### config.mk
export PLATFORM = sky130hd
export DESIGN_NAME = cksel_clock_select
export DESIGN_NICKNAME = d
export VERILOG_FILES = /design/src/include/cksel_pkg.sv /design/src/design/cksel_clock_select.sv
export SDC_FILE = /design/constraint.sdc
export NUM_CORES = 1
export LEC_CHECK = 0
export CELL_PAD_IN_SITES_DETAIL_PLACEMENT = 1
export CELL_PAD_IN_SITES_GLOBAL_PLACEMENT = 2
export CORE_ASPECT_RATIO = 1.4
export CORE_MARGIN = 2
export CORE_UTILIZATION = 33
export DETAILED_ROUTE_END_ITERATION = 12
export DONT_BUFFER_PORTS = 1
export HOLD_SLACK_MARGIN = 0.12
export PLACE_DENSITY_LB_ADDON = 0.25
export SLEW_MARGIN = 40
export SYNTH_ARGS = -nofsm -noshare
export SYNTH_HDL_FRONTEND = slang
export SYNTH_SLANG_ARGS = --single-unit
### constraint.sdc
create_clock -name mclk -period 1.6 [get_ports mclk]
set_input_delay 0.32 -clock mclk [delete_from_list [all_inputs] [get_ports mclk]]
set_output_delay 0.32 -clock mclk [all_outputs]
set_load 0.05 [all_outputs]
### src/include/cksel_pkg.sv
// package for the clock select, reset flag and pll configuration block
package cksel_pkg;
   // register offsets
   localparam logic [7:0] FLAG_OFS = 8'hF2;
   localparam logic [7:0] PLL_OFS  = 8'hF6;
   // clock flag field positions
   localparam int EXT_STOP_BIT  = 7;
   localparam int WDG_BIT       = 6;
   localparam int SOFT_BIT      = 5;
   localparam int XSTOP_BIT     = 4;
   localparam int DIV16_BIT     = 3;
   localparam int AUXACT_BIT    = 2;
   localparam int PLLSEL_BIT    = 0;
   // pll configuration field positions
   localparam int MULT_LSB      = 4;
   localparam int DIV_LSB       = 0;
   localparam logic [2:0] DIV_OFF_CODE = 3'h7;
   // reset values
   localparam logic [7:0] PLL_RESET = 8'h07;
   localparam logic [1:0] MULT_RESET = 2'h0;
   // halt restart pulse length
   localparam int RESTART_MS    = 12;
   localparam int CLK_MHZ       = 100;
   localparam int RESTART_CYC   = RESTART_MS * 1000 * CLK_MHZ;
   // reset cause
   typedef enum logic [1:0] {CAUSE_POWER, CAUSE_WDG, CAUSE_SOFT} cksel_cause_type;
   // selected system clock source
   typedef enum logic [1:0] {SRC_DIV16, SRC_OSC, SRC_PLL, SRC_AUX} cksel_src_type;
   // register port request
   typedef struct packed {
      logic [7:0] addr;
      logic [7:0] wdata;
      logic       wr;
      logic       rd;
   } cksel_req_type;
endpackage

### src/design/cksel_clock_select.sv
// clock source selection, reset cause flags and pll configuration registers
//
// The address-and-strobe port was left to the implementer.
`timescale 1ns/1ps
`default_nettype none
module cksel_clock_select #(
   parameter int RESTART_CYCLES = cksel_pkg::RESTART_CYC
) (
   // clock and reset
   input  wire logic                  mclk,
   input  wire logic                  rst,
   input  wire cksel_pkg::cksel_cause_type resetCause,
   // register port
   input  wire cksel_pkg::cksel_req_type   regReq,
   output logic [7:0]                 rdata,
   // clock control inputs
   input  wire logic                  auxClockSelect,
   input  wire logic                  waitClockSelect,
   input  wire logic                  lowPowerWaitEnable,
   input  wire logic                  intSourceSelect,
   input  wire logic                  softResetEnable,
   input  wire logic                  watchdogEnabled,
   // events
   input  wire logic                  externalStopEvent,
   input  wire logic                  waitForInterrupt,
   input  wire logic                  haltInstruction,
   input  wire logic                  auxClockPresent,
   input  wire logic                  extResetLevel,
   // clock system outputs
   output cksel_pkg::cksel_src_type   clockSource,
   output logic [3:0]                 pllMultiplier,
   output logic [2:0]                 pllDivider,
   output logic                       pllEnable,
   output logic                       oscRunning,
   output logic                       oscClockHoldHigh,
   output logic                       oscOutputPinOe,
   output logic                       softResetReq,
   output logic                       clockChangeIrq
);
   logic       extStop_r;
   logic       wdgFlag_r;
   logic       softFlag_r;
   logic       xstopPend_r;
   logic       xstopSet_r;
   logic       div16_r;
   logic       pllSel_r;
   logic [1:0] mult_r;
   logic [2:0] div_r;
   logic       halted_r;
   logic [31:0] rstCnt_r;
   logic       lpWait_r;
   cksel_pkg::cksel_src_type src_r;
   cksel_pkg::cksel_src_type srcNxt;
   logic       auxWanted;
   logic       auxActive;
   logic       xtalStopped;
   logic       wrFlag;
   logic       wrPll;
   logic       irqPulse_r;

   // multiplier decode, used only for the pllMultiplier output
   function automatic logic [3:0] multOf(input logic [1:0] code);
      unique case (code)
         2'h2: multOf = 4'hE;
         2'h0: multOf = 4'hA;
         2'h3: multOf = 4'h8;
         2'h1: multOf = 4'h6;
      endcase
   endfunction

   assign wrFlag = regReq.wr && (regReq.addr == cksel_pkg::FLAG_OFS);
   assign wrPll  = regReq.wr && (regReq.addr == cksel_pkg::PLL_OFS);

   // aux selection is honoured only while the aux clock really runs
   assign auxWanted = (auxClockSelect || (lpWait_r && waitClockSelect))
                      && auxClockPresent;
   assign auxActive = (src_r == cksel_pkg::SRC_AUX);
   assign xtalStopped = xstopSet_r && auxActive;

   // low power wait state held from wait entry until software leaves it
   always_ff @(posedge mclk) begin
      if (rst) begin
         lpWait_r <= 1'b0;
      end else if (waitForInterrupt && lowPowerWaitEnable) begin
         lpWait_r <= 1'b1;
      end else if (regReq.wr) begin
         lpWait_r <= 1'b0;                                                 // any write resumes
      end
   end

   // reset cause flags, loaded at each reset
   always_ff @(posedge mclk) begin
      if (rst) begin
         wdgFlag_r  <= (resetCause == cksel_pkg::CAUSE_WDG);
         softFlag_r <= (resetCause == cksel_pkg::CAUSE_SOFT);
      end
   end

   // external stop flag: hardware set wins over software clear
   always_ff @(posedge mclk) begin
      if (rst) begin
         extStop_r <= 1'b0;
      end else if (externalStopEvent) begin
         extStop_r <= 1'b1;
      end else if (wrFlag && !regReq.wdata[cksel_pkg::EXT_STOP_BIT]) begin
         extStop_r <= 1'b0;
      end
   end

   // crystal stop enable: pending until aux clock active
   always_ff @(posedge mclk) begin
      if (rst) begin
         xstopPend_r <= 1'b0;
         xstopSet_r  <= 1'b0;
      end else if (wrFlag && !regReq.wdata[cksel_pkg::XSTOP_BIT]) begin
         xstopPend_r <= 1'b0;
         xstopSet_r  <= 1'b0;
      end else if (wrFlag) begin
         xstopPend_r <= 1'b1;
      end else if (xstopPend_r && auxActive) begin
         xstopSet_r  <= 1'b1;
      end
   end

   // divide-by-16 select, forced to zero during low power wait
   always_ff @(posedge mclk) begin
      if (rst) begin
         div16_r <= 1'b1;
      end else if (waitForInterrupt && lowPowerWaitEnable) begin
         div16_r <= 1'b0;
      end else if (wrFlag) begin
         div16_r <= regReq.wdata[cksel_pkg::DIV16_BIT];
      end
   end

   // pll select with hardware clears
   always_ff @(posedge mclk) begin
      if (rst) begin
         pllSel_r <= 1'b0;
      end else if ((wrPll && regReq.wdata[2:0] == cksel_pkg::DIV_OFF_CODE)
                   || xtalStopped || halted_r
                   || (xstopPend_r && auxActive)
                   || (waitForInterrupt && lowPowerWaitEnable)
                   || !div16_r
                   || (wrFlag && !regReq.wdata[cksel_pkg::DIV16_BIT])) begin
         pllSel_r <= 1'b0;
      end else if (wrFlag) begin
         pllSel_r <= regReq.wdata[cksel_pkg::PLLSEL_BIT];
      end
   end

   // pll configuration
   always_ff @(posedge mclk) begin
      if (rst) begin
         mult_r <= cksel_pkg::MULT_RESET;
         div_r  <= cksel_pkg::DIV_OFF_CODE;
      end else if (wrPll) begin
         mult_r <= regReq.wdata[cksel_pkg::MULT_LSB +: 2];
         div_r  <= regReq.wdata[cksel_pkg::DIV_LSB +: 3];
      end
   end

   // halt: oscillator stops unless the watchdog runs or soft reset is enabled; long reset pulse restarts
   always_ff @(posedge mclk) begin
      if (rst) begin
         halted_r <= 1'b0;
         rstCnt_r <= 32'h0;
      end else if (haltInstruction && !softResetEnable && !watchdogEnabled) begin
         halted_r <= 1'b1;
      end else if (halted_r) begin
         if (!extResetLevel) begin
            rstCnt_r <= 32'h0;
         end else if (rstCnt_r >= 32'(RESTART_CYCLES - 1)) begin
            halted_r <= 1'b0;
            rstCnt_r <= 32'h0;
         end else begin
            rstCnt_r <= rstCnt_r + 32'h1;
         end
      end
   end

   // source choice: aux first, then div16, then pll or oscillator
   always_comb begin
      if (auxWanted) begin
         srcNxt = cksel_pkg::SRC_AUX;
      end else if (!div16_r) begin
         srcNxt = cksel_pkg::SRC_DIV16;
      end else if (pllSel_r && div_r != cksel_pkg::DIV_OFF_CODE) begin
         srcNxt = cksel_pkg::SRC_PLL;
      end else begin
         srcNxt = cksel_pkg::SRC_OSC;
      end
   end

   // the switch is one registered update so status follows the clock mux
   always_ff @(posedge mclk) begin
      if (rst) begin
         src_r <= cksel_pkg::SRC_OSC;
      end else begin
         src_r <= srcNxt;
      end
   end

   // clock change event pulse, masked by interrupt source select
   always_ff @(posedge mclk) begin
      if (rst) begin
         irqPulse_r <= 1'b0;
      end else begin
         irqPulse_r <= intSourceSelect && (src_r != srcNxt)
                       && (srcNxt == cksel_pkg::SRC_AUX
                           || src_r == cksel_pkg::SRC_AUX
                           || srcNxt == cksel_pkg::SRC_DIV16
                           || src_r == cksel_pkg::SRC_DIV16);
      end
   end
   assign clockChangeIrq = irqPulse_r;

   // read data registered, one cycle after strobe
   always_ff @(posedge mclk) begin
      if (rst) begin
         rdata <= 8'h00;
      end else if (regReq.rd && regReq.addr == cksel_pkg::FLAG_OFS) begin
         rdata <= {extStop_r, wdgFlag_r, softFlag_r, xstopSet_r,
                   div16_r, auxActive, 1'b0, pllSel_r};
      end else if (regReq.rd && regReq.addr == cksel_pkg::PLL_OFS) begin
         rdata <= {2'h0, mult_r, 1'b0, div_r};
      end else begin
         rdata <= 8'h00;
      end
   end

   assign clockSource      = src_r;
   assign pllMultiplier    = multOf(mult_r);
   assign pllDivider       = div_r;
   assign pllEnable        = div16_r && (div_r != cksel_pkg::DIV_OFF_CODE)
                             && !lpWait_r && !halted_r;
   assign oscRunning       = !halted_r && !xtalStopped;
   assign oscClockHoldHigh = halted_r;
   assign oscOutputPinOe   = oscRunning;
   assign softResetReq     = haltInstruction && softResetEnable;

   // software clear must not lose a simultaneous stop event
   ext_stop_a: assert property (@(posedge mclk) disable iff (rst)
      externalStopEvent |=> extStop_r) else $error("stop flag lost");
   aux_prio_a: assert property (@(posedge mclk) disable iff (rst)
      auxWanted |=> clockSource == cksel_pkg::SRC_AUX) else $error("aux not first");
   div16_src_a: assert property (@(posedge mclk) disable iff (rst)
      (!div16_r && !auxWanted) |-> !pllEnable ##1 clockSource == cksel_pkg::SRC_DIV16)
      else $error("div16 not chosen");
   pll_clear_a: assert property (@(posedge mclk) disable iff (rst)
      (wrPll && regReq.wdata[2:0] == cksel_pkg::DIV_OFF_CODE) |=> !pllSel_r)
      else $error("pll select kept");
   xstop_pend_a: assert property (@(posedge mclk) disable iff (rst)
      (wrFlag && regReq.wdata[cksel_pkg::XSTOP_BIT] && !auxActive && !xstopSet_r)
      |=> !xstopSet_r) else $error("stop bit early");
   irq_mask_a: assert property (@(posedge mclk) disable iff (rst)
      !$past(intSourceSelect) |-> !clockChangeIrq) else $error("irq unmasked");
   halt_osc_a: assert property (@(posedge mclk) disable iff (rst)
      (haltInstruction && watchdogEnabled && !halted_r) |=> !halted_r)
      else $error("halt with watchdog");
   osc_pin_a: assert property (@(posedge mclk) disable iff (rst)
      halted_r |-> !oscOutputPinOe && oscClockHoldHigh) else $error("pin driven");
   mult_map_a: assert property (@(posedge mclk) disable iff (rst)
      mult_r == 2'h2 |-> pllMultiplier == 4'hE) else $error("bad multiplier");
   rd_lat_a: assert property (@(posedge mclk) disable iff (rst)
      (regReq.rd && regReq.addr == cksel_pkg::PLL_OFS) |=> rdata[2:0] == div_r)
      else $error("bad read");

   // a written zero drops both the pending and the active stop request
   xstop_cancel_a: assert property (@(posedge mclk) disable iff (rst)
      (wrFlag && !regReq.wdata[cksel_pkg::XSTOP_BIT]) |=> !xstopSet_r)
      else $error("stop not cancelled");

   // software owns the divide select unless low power wait forces it
   div16_wr_a: assert property (@(posedge mclk) disable iff (rst)
      (wrFlag && !(waitForInterrupt && lowPowerWaitEnable))
      |=> div16_r == $past(regReq.wdata[cksel_pkg::DIV16_BIT])) else $error("div16 lost");

   // cause flags only move while reset is applied
   ro_flags_a: assert property (@(posedge mclk) disable iff (rst)
      $stable(wdgFlag_r) && $stable(softFlag_r))
      else $error("cause flag moved");

   // a missing aux clock can never become the system clock
   aux_refuse_a: assert property (@(posedge mclk) disable iff (rst)
      !auxClockPresent |=> clockSource != cksel_pkg::SRC_AUX)
      else $error("absent aux taken");

   // pll stays off for the whole low power wait
   lpw_pll_a: assert property (@(posedge mclk) disable iff (rst)
      lpWait_r |-> !pllEnable)
      else $error("pll on in wait");

   // entering the divided clock raises the event while unmasked
   irq_raise_a: assert property (@(posedge mclk) disable iff (rst)
      (intSourceSelect && src_r != srcNxt && srcNxt == cksel_pkg::SRC_DIV16)
      |=> clockChangeIrq) else $error("irq missing");

   // divider code 111 keeps the pll powered down
   pll_off_a: assert property (@(posedge mclk) disable iff (rst)
      div_r == cksel_pkg::DIV_OFF_CODE |-> !pllEnable)
      else $error("pll on at 111");

   // a zero write clears the stop flag when no new stop arrives
   ext_clear_a: assert property (@(posedge mclk) disable iff (rst)
      (wrFlag && !regReq.wdata[cksel_pkg::EXT_STOP_BIT] && !externalStopEvent)
      |=> !extStop_r) else $error("stop flag kept");

   // a halt that requests a reset must not also stop the oscillator
   soft_halt_a: assert property (@(posedge mclk) disable iff (rst)
      (haltInstruction && softResetEnable && !halted_r) |=> !halted_r)
      else $error("halt with reset");

   // read data stands only in the cycle after a read strobe
   rd_idle_a: assert property (@(posedge mclk) disable iff (rst)
      !regReq.rd |=> rdata == 8'h00)
      else $error("stale read data");

   // the divided clock never leaves the pll selected
   div16_pll_a: assert property (@(posedge mclk) disable iff (rst)
      !div16_r |=> !pllSel_r)
      else $error("pll kept at div16");

   // the pll select drops in the cycle the crystal stops
   xstop_pll_a: assert property (@(posedge mclk) disable iff (rst)
      (xstopPend_r && auxActive) |=> !pllSel_r)
      else $error("pll kept at stop");

   // without an external reset the halted oscillator stays off
   halt_hold_a: assert property (@(posedge mclk) disable iff (rst)
      (halted_r && !extResetLevel) |=> halted_r)
      else $error("halt left early");

   // a running oscillator drives its pin
   osc_pin_on_a: assert property (@(posedge mclk) disable iff (rst)
      (!halted_r && !xtalStopped) |-> oscOutputPinOe)
      else $error("pin released");

   // wait entry forces the divided clock and drops the pll select
   lpw_force_a: assert property (@(posedge mclk) disable iff (rst)
      (waitForInterrupt && lowPowerWaitEnable) |=> !div16_r && !pllSel_r)
      else $error("wait not forced");

   // flag reads return the stored reset cause
   flag_rd_a: assert property (@(posedge mclk) disable iff (rst)
      (regReq.rd && regReq.addr == cksel_pkg::FLAG_OFS)
      |=> rdata[cksel_pkg::WDG_BIT] == wdgFlag_r && rdata[cksel_pkg::SOFT_BIT] == softFlag_r)
      else $error("bad flag read");

   // divider 111 with no other choice runs the plain oscillator clock
   src_osc_a: assert property (@(posedge mclk) disable iff (rst)
      (!auxWanted && div16_r && div_r == cksel_pkg::DIV_OFF_CODE)
      |=> clockSource == cksel_pkg::SRC_OSC) else $error("osc not chosen");
endmodule
`default_nettype wire

# Yosys cells after proc, flatten, opt, wreduce, memory -nomap -nowiden
# Index checks and enable logic that the tools add are counted.
[word_totals] reg_bits=57 latch_bits=0 mem_bits_rw=0 rom_bits=0 input_bits=33 output_inout_bits=23 elab_cells=104 n_memories=0
[classes] add_sub_neg=1 mul=0 div_mod_pow=0 order_cmp=1 n_eq_ne=12 n_shift=0 mux=18 n_bitwise=3 n_reduce_logical=53
[op_table] operator="$mux 32" n=2
[op_table] operator="$add 32x1->32 const B" n=1
[op_table] operator="$ge 32x21->1 const B" n=1
[op_table] operator="$logic_and 1x1->1" n=23
[op_table] operator="$eq 8x8->1 const B" n=2
[op_table] operator="$pmux 4 s4" n=1
[op_table] operator="$eq 2x2->1 const B" n=5
[op_table] operator="$logic_or 1x1->1" n=10
[op_table] operator="$mux 1" n=10
[op_table] operator="$logic_not 1->1" n=9
[op_table] operator="$mux 8" n=1
[op_table] operator="$logic_not 2->1" n=3
[op_table] operator="$mux 2" n=3
[op_table] operator="$mux 6" n=1
[op_table] operator="$reduce_bool 2->1" n=3
[op_table] operator="$eq 2x1->1 const B" n=2
[op_table] operator="$reduce_and 2->1" n=2
[op_table] operator="$reduce_or 2->1" n=2
[op_table] operator="$eq 3x3->1 const B" n=1
[op_table] operator="$ne 3x3->1 const B" n=1
[op_table] operator="$not 1->1" n=3
[op_table] operator="$reduce_or 3->1" n=1
[op_table] operator="$ne 2x2->1" n=1

# Depth between registers and ports, before layout
# Gate-level depths: netlist of the first run.
[logic_depth] depth_word=10 mapped_depth=7 ltp_nobuf=6

# Worst setup path before layout of the first run
# Ideal clock, no wire load.
[synth_path] path_kind="flip-flop to output port" startpoint="reg halted_r (netlist: oscClockHoldHigh)" endpoint="out oscRunning" t_arrival_ns=1.943 t_required_ns=1.280 path_slack_ns=-0.663 path_stages_with_launch=4 path_buffers=2 cell_sequence="dfxtp_1 -> buf_2 -> a31oi_1 -> buf_4"
[synth_between] elab_chain_len=2
[synth_rtl] element="start: declaration" line="cksel_clock_select.sv:49" rtl="logic halted_r;"
[synth_rtl] element="start signal: assignment" line="cksel_clock_select.sv:166" rtl="halted_r <= 1'b0;"
[synth_rtl] element="start signal: assignment" line="cksel_clock_select.sv:169" rtl="halted_r <= 1'b1;"
[synth_rtl] element="start signal: assignment" line="cksel_clock_select.sv:174" rtl="halted_r <= 1'b0;"
[synth_rtl] element="$logic_not 1->1" line="cksel_clock_select.sv:237" rtl="assign oscRunning = !halted_r && !xtalStopped;"
[synth_rtl] element="$logic_and 1x1->1" line="cksel_clock_select.sv:237"
[synth_rtl] element="end: declaration" line="cksel_clock_select.sv:34" rtl="output logic oscRunning,"
# No other way between the ends.

# Worst setup path after layout of the first run
[layout_path] startpoint="reg rstCnt_r[11]" endpoint="reg rstCnt_r[23]"
[layout_between] elab_chain_len=3 word_cells_on_any_way=4 classes_between="add/sub: 1; order compare: 1; mux: 2"
[layout_rtl] element="start: declaration" line="cksel_clock_select.sv:50" rtl="logic [31:0] rstCnt_r;"
[layout_rtl] element="start signal: assignment" line="cksel_clock_select.sv:177" rtl="rstCnt_r <= rstCnt_r + 32'h1;"
[layout_rtl] element="$add 32x1->32 or $ge 32x21->1 (tied branches)" line="cksel_clock_select.sv:177, cksel_clock_select.sv:173"
[layout_rtl] element="$mux 32 *" line="cksel_clock_select.sv:173" rtl="end else if (rstCnt_r >= 32'(RESTART_CYCLES - 1)) begin"
[layout_rtl] element="$mux 32 *" line="cksel_clock_select.sv:171" rtl="if (!extResetLevel) begin"
# Every way passes the cells marked *; elsewhere a longest branch is shown, timed or not.
# A chain may end at the register's enable or synchronous reset.

==> results of run 1 <==
final cells by class:
type                            instances  area share (%)
Clock inverter                          6           2.981
Multi-Input combinational cell        215           40.13
Sequential cell                        57           33.08
Timing Repair Buffer                   64           15.68
Clock buffer                           10           3.578
Tap cell                              100           3.508
Inverter                                7           1.052
sequential cells by signal (all words and copies together) (netlist names):
name and count:
wdgFlag_r 1, pllSel_r 1, xstopPend_r 1, rstCnt_r 32, extStop_r 1, div16_r 1
clockSource 2, clockChangeIrq 1, oscClockHoldHigh 1, softFlag_r 1, pllDivider 3, xstopSet_r 1
rdata 8, lpWait_r 1, mult_r 2
worst max-delay path, delay by kind of cell, from the launching register on:
| kind | cells | cell delay [ns] |
|---|---|---|
| AND/OR/NAND/NOR | 2 | 0.20 |
| flip-flops | 1 | 0.33 |
| AO/OA/AOI/OAI | 3 | 0.74 |
| buffers and inverters | 2 | 0.31 |
how the worst max path moves through the flow:
stage                                         start                        end  slack [ns]  cells past startpoint
after floorplan           clockSource[0]$_SDFF_PP1_                 oscRunning       -0.02                      2
after global placement     rstCnt_r[9]$_SDFFE_PP0P_   rstCnt_r[6]$_SDFFE_PP0P_       -0.07                      6
after detailed placement   rstCnt_r[9]$_SDFFE_PP0P_   rstCnt_r[4]$_SDFFE_PP0P_        -0.1                      6
after CTS                 rstCnt_r[11]$_SDFFE_PP0P_  rstCnt_r[13]$_SDFFE_PP0P_       -0.12                      6
after global routing      rstCnt_r[11]$_SDFFE_PP0P_  rstCnt_r[27]$_SDFFE_PP0P_       -0.18                      7
final                     rstCnt_r[11]$_SDFFE_PP0P_  rstCnt_r[23]$_SDFFE_PP0P_       -0.09                      7
timing repair:
action | in CTS | in global routing
buffers inserted | 0 | 2
setup endpoints to repair | 35 | 34
gates resized for setup | 10 | 13
endpoints found under the hold margin | 17 | 0
cloned | 0 | 1
hold buffers | 10 | 0
pin swaps | 6 | 5
cell families after synthesis:
group	share of synthesized area (%)
simple gates	29.47
flops	45.20
xor+xnor	10.57
compound gates	5.796
buf+inv	2.971
mux	4.384
fa+ha+maj	1.461
other cells	0.1460
power by group through the flow:
stage               Clock, W  Sequential (W)  Combinational [W]
floorplan                  0         0.00151           0.000107
global placement           0         0.00150           0.000155
detailed placement         0         0.00150           0.000155
CTS                  0.00168         0.00147           0.000185
global route         0.00174         0.00147           0.000218
finish               0.00164         0.00147           0.000202
per-stage QoR:
| step | hold slack, ns | worst slack (ns) | total power, W |
|---|---|---|---|
| after floorplan | 0.4110 | -0.02354 | 0.001613 |
| after global placement | 0.3860 | -0.07297 | 0.001656 |
| after detailed placement | 0.3884 | -0.09674 | 0.001657 |
| after CTS | 0.1330 | -0.1173 | 0.003332 |
| after global routing | 0.1441 | -0.1759 | 0.003425 |
| final | 0.1450 | -0.08931 | 0.003315 |
placed cells by master (no fill, tap or decap), types with 2 or more instances in the layout:
cell                            count
sky130_fd_sc_hd__mux2_2             2
sky130_fd_sc_hd__dlygate4sd3_1     10
sky130_fd_sc_hd__dfxtp_2           12
sky130_fd_sc_hd__edfxtp_1           2
sky130_fd_sc_hd__buf_6              3
sky130_fd_sc_hd__and4_1             6
sky130_fd_sc_hd__dfxtp_1           42
sky130_fd_sc_hd__mux2i_1            9
sky130_fd_sc_hd__inv_1              3
sky130_fd_sc_hd__buf_4             48
sky130_fd_sc_hd__nor2_2             6
sky130_fd_sc_hd__nand3_1           26
sky130_fd_sc_hd__nand2_1           19
sky130_fd_sc_hd__clkinvlp_4         4
sky130_fd_sc_hd__buf_12             2
sky130_fd_sc_hd__xnor2_1            4
sky130_fd_sc_hd__nor2b_1            2
sky130_fd_sc_hd__nor2_1            42
sky130_fd_sc_hd__xor2_1            27
sky130_fd_sc_hd__nand4_1           14
sky130_fd_sc_hd__bufinv_16          3
sky130_fd_sc_hd__a21o_1             2
sky130_fd_sc_hd__nand2b_1           2
sky130_fd_sc_hd__and3_1             6
sky130_fd_sc_hd__and2_1             6
sky130_fd_sc_hd__nor3_1             3
sky130_fd_sc_hd__nor4_1             2
sky130_fd_sc_hd__clkbuf_8           9
sky130_fd_sc_hd__o21ai_0            5
sky130_fd_sc_hd__a21oi_2            2
sky130_fd_sc_hd__a21oi_1            9
metal layers:
metal / vias to the layer above / global-route usage, % / share of wire, %
li1: 1134 / - / -
met1: 1106 / 18.25 / 36
met2: 46 / 35.90 / 58
met3: 11 / 3.673 / 3.5
met4: 0 / 11.28 / 2.5
met5: - / 0 / 0
==> results.txt, run 1 <==
----------------------------------------------------
[Global routing]
  Maximum number of pins on one net before global-route repair ... 19
  Initial antenna violation count ... 0
  Residual overflow from global routing ... 0
  GRT Util Overall ... 18.77%
  First-pass GRT wire length ... 12.02 mm
  Via count of the first global-routing pass ... ~2.5k

[Floorplan]
  Die area ... 8516 um^2
  Floorplan core area ... 7655 um^2
  Die outline width ... around 79 um
  Rows ... 38
  Starting density of the core ... 33.56%
  IO Count ... 56
  Height of the die ... 108.4 um

[STA]
  Pins Over Slew Limit ... 0
  Final period util ... 105.6%
  Setup TNS after final layout ... -2.333 ns
  Worst Setup Slack, final ... -0.08931 ns
  Worst Max-Slew Pin Slew ... 0.5005 ns
  Worst slew slack as a fraction of its limit ... 66.59%
  Post-route minimum period ... 1.689 ns
  Final hold violations ... 0
  Final number of setup-violating endpoints ... 32
  Achievable Freq ... 0.5920 GHz
  Unrepaired setup endpoints after global routing ... true
  Layout Skew ... 0.006710 ns

[Synthesis]
  Biggest area contributors in the synthesized netlist ... sky130_fd_sc_hd__dfxtp_1, sky130_fd_sc_hd__xor2_1, sky130_fd_sc_hd__nor2_1
  Cell with the most instances after synthesis ... sky130_fd_sc_hd__dfxtp_1
  Count of yosys warnings during synthesis ... 0
  Portion of synthesized cell area occupied by the leading cell type ... between 40% and 50%
  Number of flops mapped to enable cells by yosys ... 2
  Instance count of the mapped netlist ... about 290
  Largest area contributor in the synthesized netlist ... sky130_fd_sc_hd__dfxtp_1
  Net count after synthesis ... 325
  Proportion of register bits with asynchronous set or reset after synthesis ... 0%
  Mean Syn Cell Area ... 8.888 um^2
  Top post-synthesis cells by count ... sky130_fd_sc_hd__dfxtp_1, sky130_fd_sc_hd__nor2_1, sky130_fd_sc_hd__xor2_1, sky130_fd_sc_hd__nand3_1, sky130_fd_sc_hd__nand2_1
  Post-Synthesis Cell Area ... 2569 um^2
  Unique cell type count in the Yosys netlist ... 42
  Register bit count reported by yosys ... 57
  Main synth FF type ... sky130_fd_sc_hd__dfxtp_1
  Share of the yosys chip area belonging to registers ... 45.20%

[Run status]
  Outcome ... finished with violations
  Violations in the final reports ... setup timing

[Worst setup path]
  Kind of end point of the critical path ... flop
  R2R Path End ... rstCnt_r[23]$_SDFFE_PP0P_
  Register-to-register path setup slack ... -0.09 ns
  Worst Path Max Fanout ... 9
  Arrival time at the worst endpoint ... 1.94 ns
  Depth of the most critical reg-to-reg path ... 7
  Reg-to-reg critical path startpoint ... rstCnt_r[11]$_SDFFE_PP0P_
  Critical Path Source Type ... flop
  Max incr delay on CP ... 0.38 ns
  Ordered cell list for the critical path ... nand4_1 -> a2111oi_4 -> o41ai_4 -> a41oi_2 -> buf_6 -> clkbuf_16 -> nor2_1
  Slowest CP cell ... sky130_fd_sc_hd__a2111oi_4
  Worst Setup Path Type ... reg2reg
  Required @ worst endpoint ... ~1.9 ns

[Clock network]
  Master cell of the clock root buffer ... sky130_fd_sc_hd__clkbuf_8
  Max Buffers Root-to-Sink ... 2
  Maximum level of the CTS H-tree ... 3
  Clk_lat worst skew ... between 0.3 and 0.4 ns
  TritonCTS Sinks ... 57
  CTS clock-pin slew for the worst setup and hold paths ... 0.07 ns
  CTS tree ... yes
  Num CTS Buffers ... 9

[Cells and area]
  Number of antenna repair diodes ... 0
  Final Instance Area ... 3567 um^2
  Multi-input combinational cell area ... 1431 um^2
  Synthesis-to-finish area growth ... 38.87%
  Post-layout net count ... 390
  Sequential cell area ... 1180 um^2
  Fillcell total ... 900
  Final standard cell count with taps included and fillers excluded ... 459
  Final cell utilization of the core ... 46.60%
  Fraction of final layout cells sized beyond drive strength 1 ... 30.08%

[Power]
  Lkg Pwr ... between 1 and 1.5 nW
  Logic gate share of total power ... 6.1%
  Switching Fraction ... 22.62%
  Switching power summed over all nets ... 0.0007498 W
  Peak supply drop ... 0.0004694 V
  Fraction of power consumed by the clock network ... 49.6%
  Sequential fraction of design power ... 44.3%
  Cell-internal power ... 0.002566 W
  Ratio of total power to cell area ... 929.4 nW/um^2

[Drt]
  DRT iter0 DRCs ... 66
  Number of nets with antenna violations after routing ... 0
  Vias after detailed routing ... 2,297
  Vias per cell ... 5.004
  TritonRoute pass-1 iters ... 4
  Routed wire per std cell ... 15.96 um
  Aggregate routed wire length ... 7.327 mm
  Drt drc ... 0

[Min path]
  Number of stages on the worst hold path ... 2
  Hold endpoint ... lpWait_r$_SDFFE_PP0P_
  Startpoint of the lowest-slack hold path ... regReq[1]
  Type of the worst min-delay path ... in2reg

[Place]
  Final estimated routing congestion in global placement ... 0.7545
  Dpl cell area ... 3105 um^2
  I/O Buffers ... 0
  Placed insts ... 430
  Placed wire-length estimate ... 5.203 mm

[Flow run]
  Number of max-cap violations ... 0

----------------------------------------------------
(Power assumes the default switching activity.)
==> run 2: changes to the inputs <==
- CORE_UTILIZATION: 33 -> 37
- SETUP_SLACK_MARGIN: unset -> 0.5
- clock period: 1.6 -> 1.8 ns (I/O delays scaled with it)
==> results.txt, run 2 (synthesized netlist as in run 1, its figures left out) <==
----------------------------------------------------
[Clock network]
  Maximum level of the CTS H-tree ... 3
  Num CTS Buffers ... 9
  Max Buffers Root-to-Sink ... 2
  CTS tree ... yes
  Clk_lat worst skew ... 0.34 ns
  Master cell of the clock root buffer ... sky130_fd_sc_hd__clkbuf_8
  TritonCTS Sinks ... between 50 and 60
  CTS clock-pin slew for the worst setup and hold paths ... 0.07 ns

[Power]
  Post-route total power ... 0.002954 W
  Lkg Pwr ... 1.412 nW
  Peak supply drop ... between 0.0005 and 0.0006 V
  Ratio of total power to cell area ... 811.5 nW/um^2

[Floorplan]
  Starting density of the core ... ~39%
  Die area ... 7634 um^2
  Floorplan core area ... between 6000 and 7000 um^2
  IO Count ... 56
  Height of the die ... ~100 um
  Rows ... 35
  Die outline width ... 74.42 um

[Drt]
  Vias per cell ... 5.365
  Aggregate routed wire length ... 7.630 mm
  Vias after detailed routing ... 2,280
  TritonRoute pass-1 iters ... 4
  Routed wire per std cell ... 17.95 um
  DRT iter0 DRCs ... 90
  Drt drc ... 0
  Number of nets with antenna violations after routing ... 0

[Flow run]
  Number of max-cap violations ... 0

[Global routing]
  Most used routing layer in global routing ... met2
  Residual overflow from global routing ... 0
  Maximum number of pins on one net before global-route repair ... 33
  First-pass GRT wire length ... 11.28 mm
  Initial antenna violation count ... 0
  Met2 demand-to-capacity share in global routing ... 38.53%
  Global routing usage on met3 ... under 10%
  Via count of the first global-routing pass ... 2,307
  GRT Util Overall ... between 20% and 30%
  Met1 GRT Util ... 20.23%

[Worst setup path]
  Worst Path Max Fanout ... 8
  Register-to-register path setup slack ... 0.09 ns
  Worst Setup Path Type ... reg2reg
  Kind of end point of the critical path ... flop
  Arrival time at the worst endpoint ... between 1.5 and 2 ns
  Critical Path Source Type ... flop
  Required @ worst endpoint ... between 2 and 2.5 ns

[STA]
  Final period util ... roughly 95%
  Layout Skew ... 0.005984 ns
  Post-route minimum period ... between 1.5 and 2 ns
  Final hold violations ... 0
  Final number of setup-violating endpoints ... 0
  Achievable Freq ... 0.5845 GHz
  Unrepaired setup endpoints after global routing ... true
  Setup TNS after final layout ... 0 ns
  Pins Over Slew Limit ... 0

[Cells and area]
  Synthesis-to-finish area growth ... 41.70%
  Flip-flop count of the largest register, all copies and words added ... 32
  Highest-count cells in the layout ignoring fill and taps ... sky130_fd_sc_hd__nor2_1, sky130_fd_sc_hd__dfxtp_1, sky130_fd_sc_hd__buf_4
  Number of antenna repair diodes ... 0
  Fraction of final layout cells sized beyond drive strength 1 ... 40.24%
  Post-layout net count ... approximately 360
  Largest register by flop count ... rstCnt_r

[Place]
  I/O Buffers ... 0
  Placed wire-length estimate ... 4.854 mm
  Final estimated routing congestion in global placement ... roughly 0.76

[Run status]
  Outcome ... completed

[Min path]
  Type of the worst min-delay path ... in2reg

----------------------------------------------------
-- run 2: area by class of cell --
type	count	area, um^2
fillers	766	3017
multi-input cells	215	1632
flip-flops and latches	57	1229
repair buffers	38	381.6
clock buffers	9	123.9
clock inverters	7	118.9
well taps	92	115.1
inverters	7	40.04
-- run 2: metrics by stage --
| step | cell area, um^2 | utilization (%) | hold WS [ns] | setup WS (ns) | cells |
|---|---|---|---|---|---|
| 6_report | 3640 | 54.68 | 0.1368 | 0.08913 | 425 |
| 5_1_grt | 3640 | 54.68 | 0.1340 | 0.006174 | 425 |
| 3_5_place_dp | 2889 | 43.40 | 0.4320 | 0.08444 | 393 |
| 4_1_cts | 3334 | 50.09 | 0.1248 | 0.1235 | 416 |
| 3_3_place_gp | 2889 | 43.40 | 0.4263 | 0.1436 | 393 |
| 2_1_floorplan | 2666 | - | 0.4203 | 0.2241 | 289 |
-- run 2: final timing paths --
path	startpoint	endpoint	cells after the start
worst max-delay path	rstCnt_r[11]$_SDFFE_PP0P_	rstCnt_r[5]$_SDFFE_PP0P_	7
worst min-delay path	regReq[12]	rdata[1]$_SDFF_PP0_	2
worst max register to register	rstCnt_r[11]$_SDFFE_PP0P_	rstCnt_r[5]$_SDFFE_PP0P_	7
worst min register to register	wdgFlag_r$_DFFE_PP_	rdata[6]$_SDFF_PP0_	1
-- run 2: power by group --
group | internal, W | switching (W)
Clock | 0.000919 | 0.000552
Sequential | 0.00127 | 0.0000307
Combinational | 0.0000812 | 0.000104
Total | 0.00227 | 0.000687
-- run 2: timing repair --
item,4_1_cts,5_1_grt
hold endpoints to repair,11,0
setup endpoints to repair,51,46
resized for setup,41,50
gates cloned,0,3
hold buffers,2,0
pin swaps,4,21
setup buffers,5,6
-- run 2: layer usage --
metal	share of wire [%]	routed length [um]	vias to the layer above
met5	0	0	-
met4	1.9	143	0
met3	3.1	238	13
met2	58	4408	58
met1	37	2838	1129
li1	-	-	1080
-- run 2: worst max-delay path: stages (launching register included) --
cell                        delay [ns]
sky130_fd_sc_hd__dfxtp_2          0.34
sky130_fd_sc_hd__nand4_1          0.15
sky130_fd_sc_hd__a2111oi_4        0.39
sky130_fd_sc_hd__o41ai_4          0.16
sky130_fd_sc_hd__a41oi_2          0.17
sky130_fd_sc_hd__buf_6            0.17
sky130_fd_sc_hd__clkbuf_16        0.18
sky130_fd_sc_hd__nor2_1           0.05
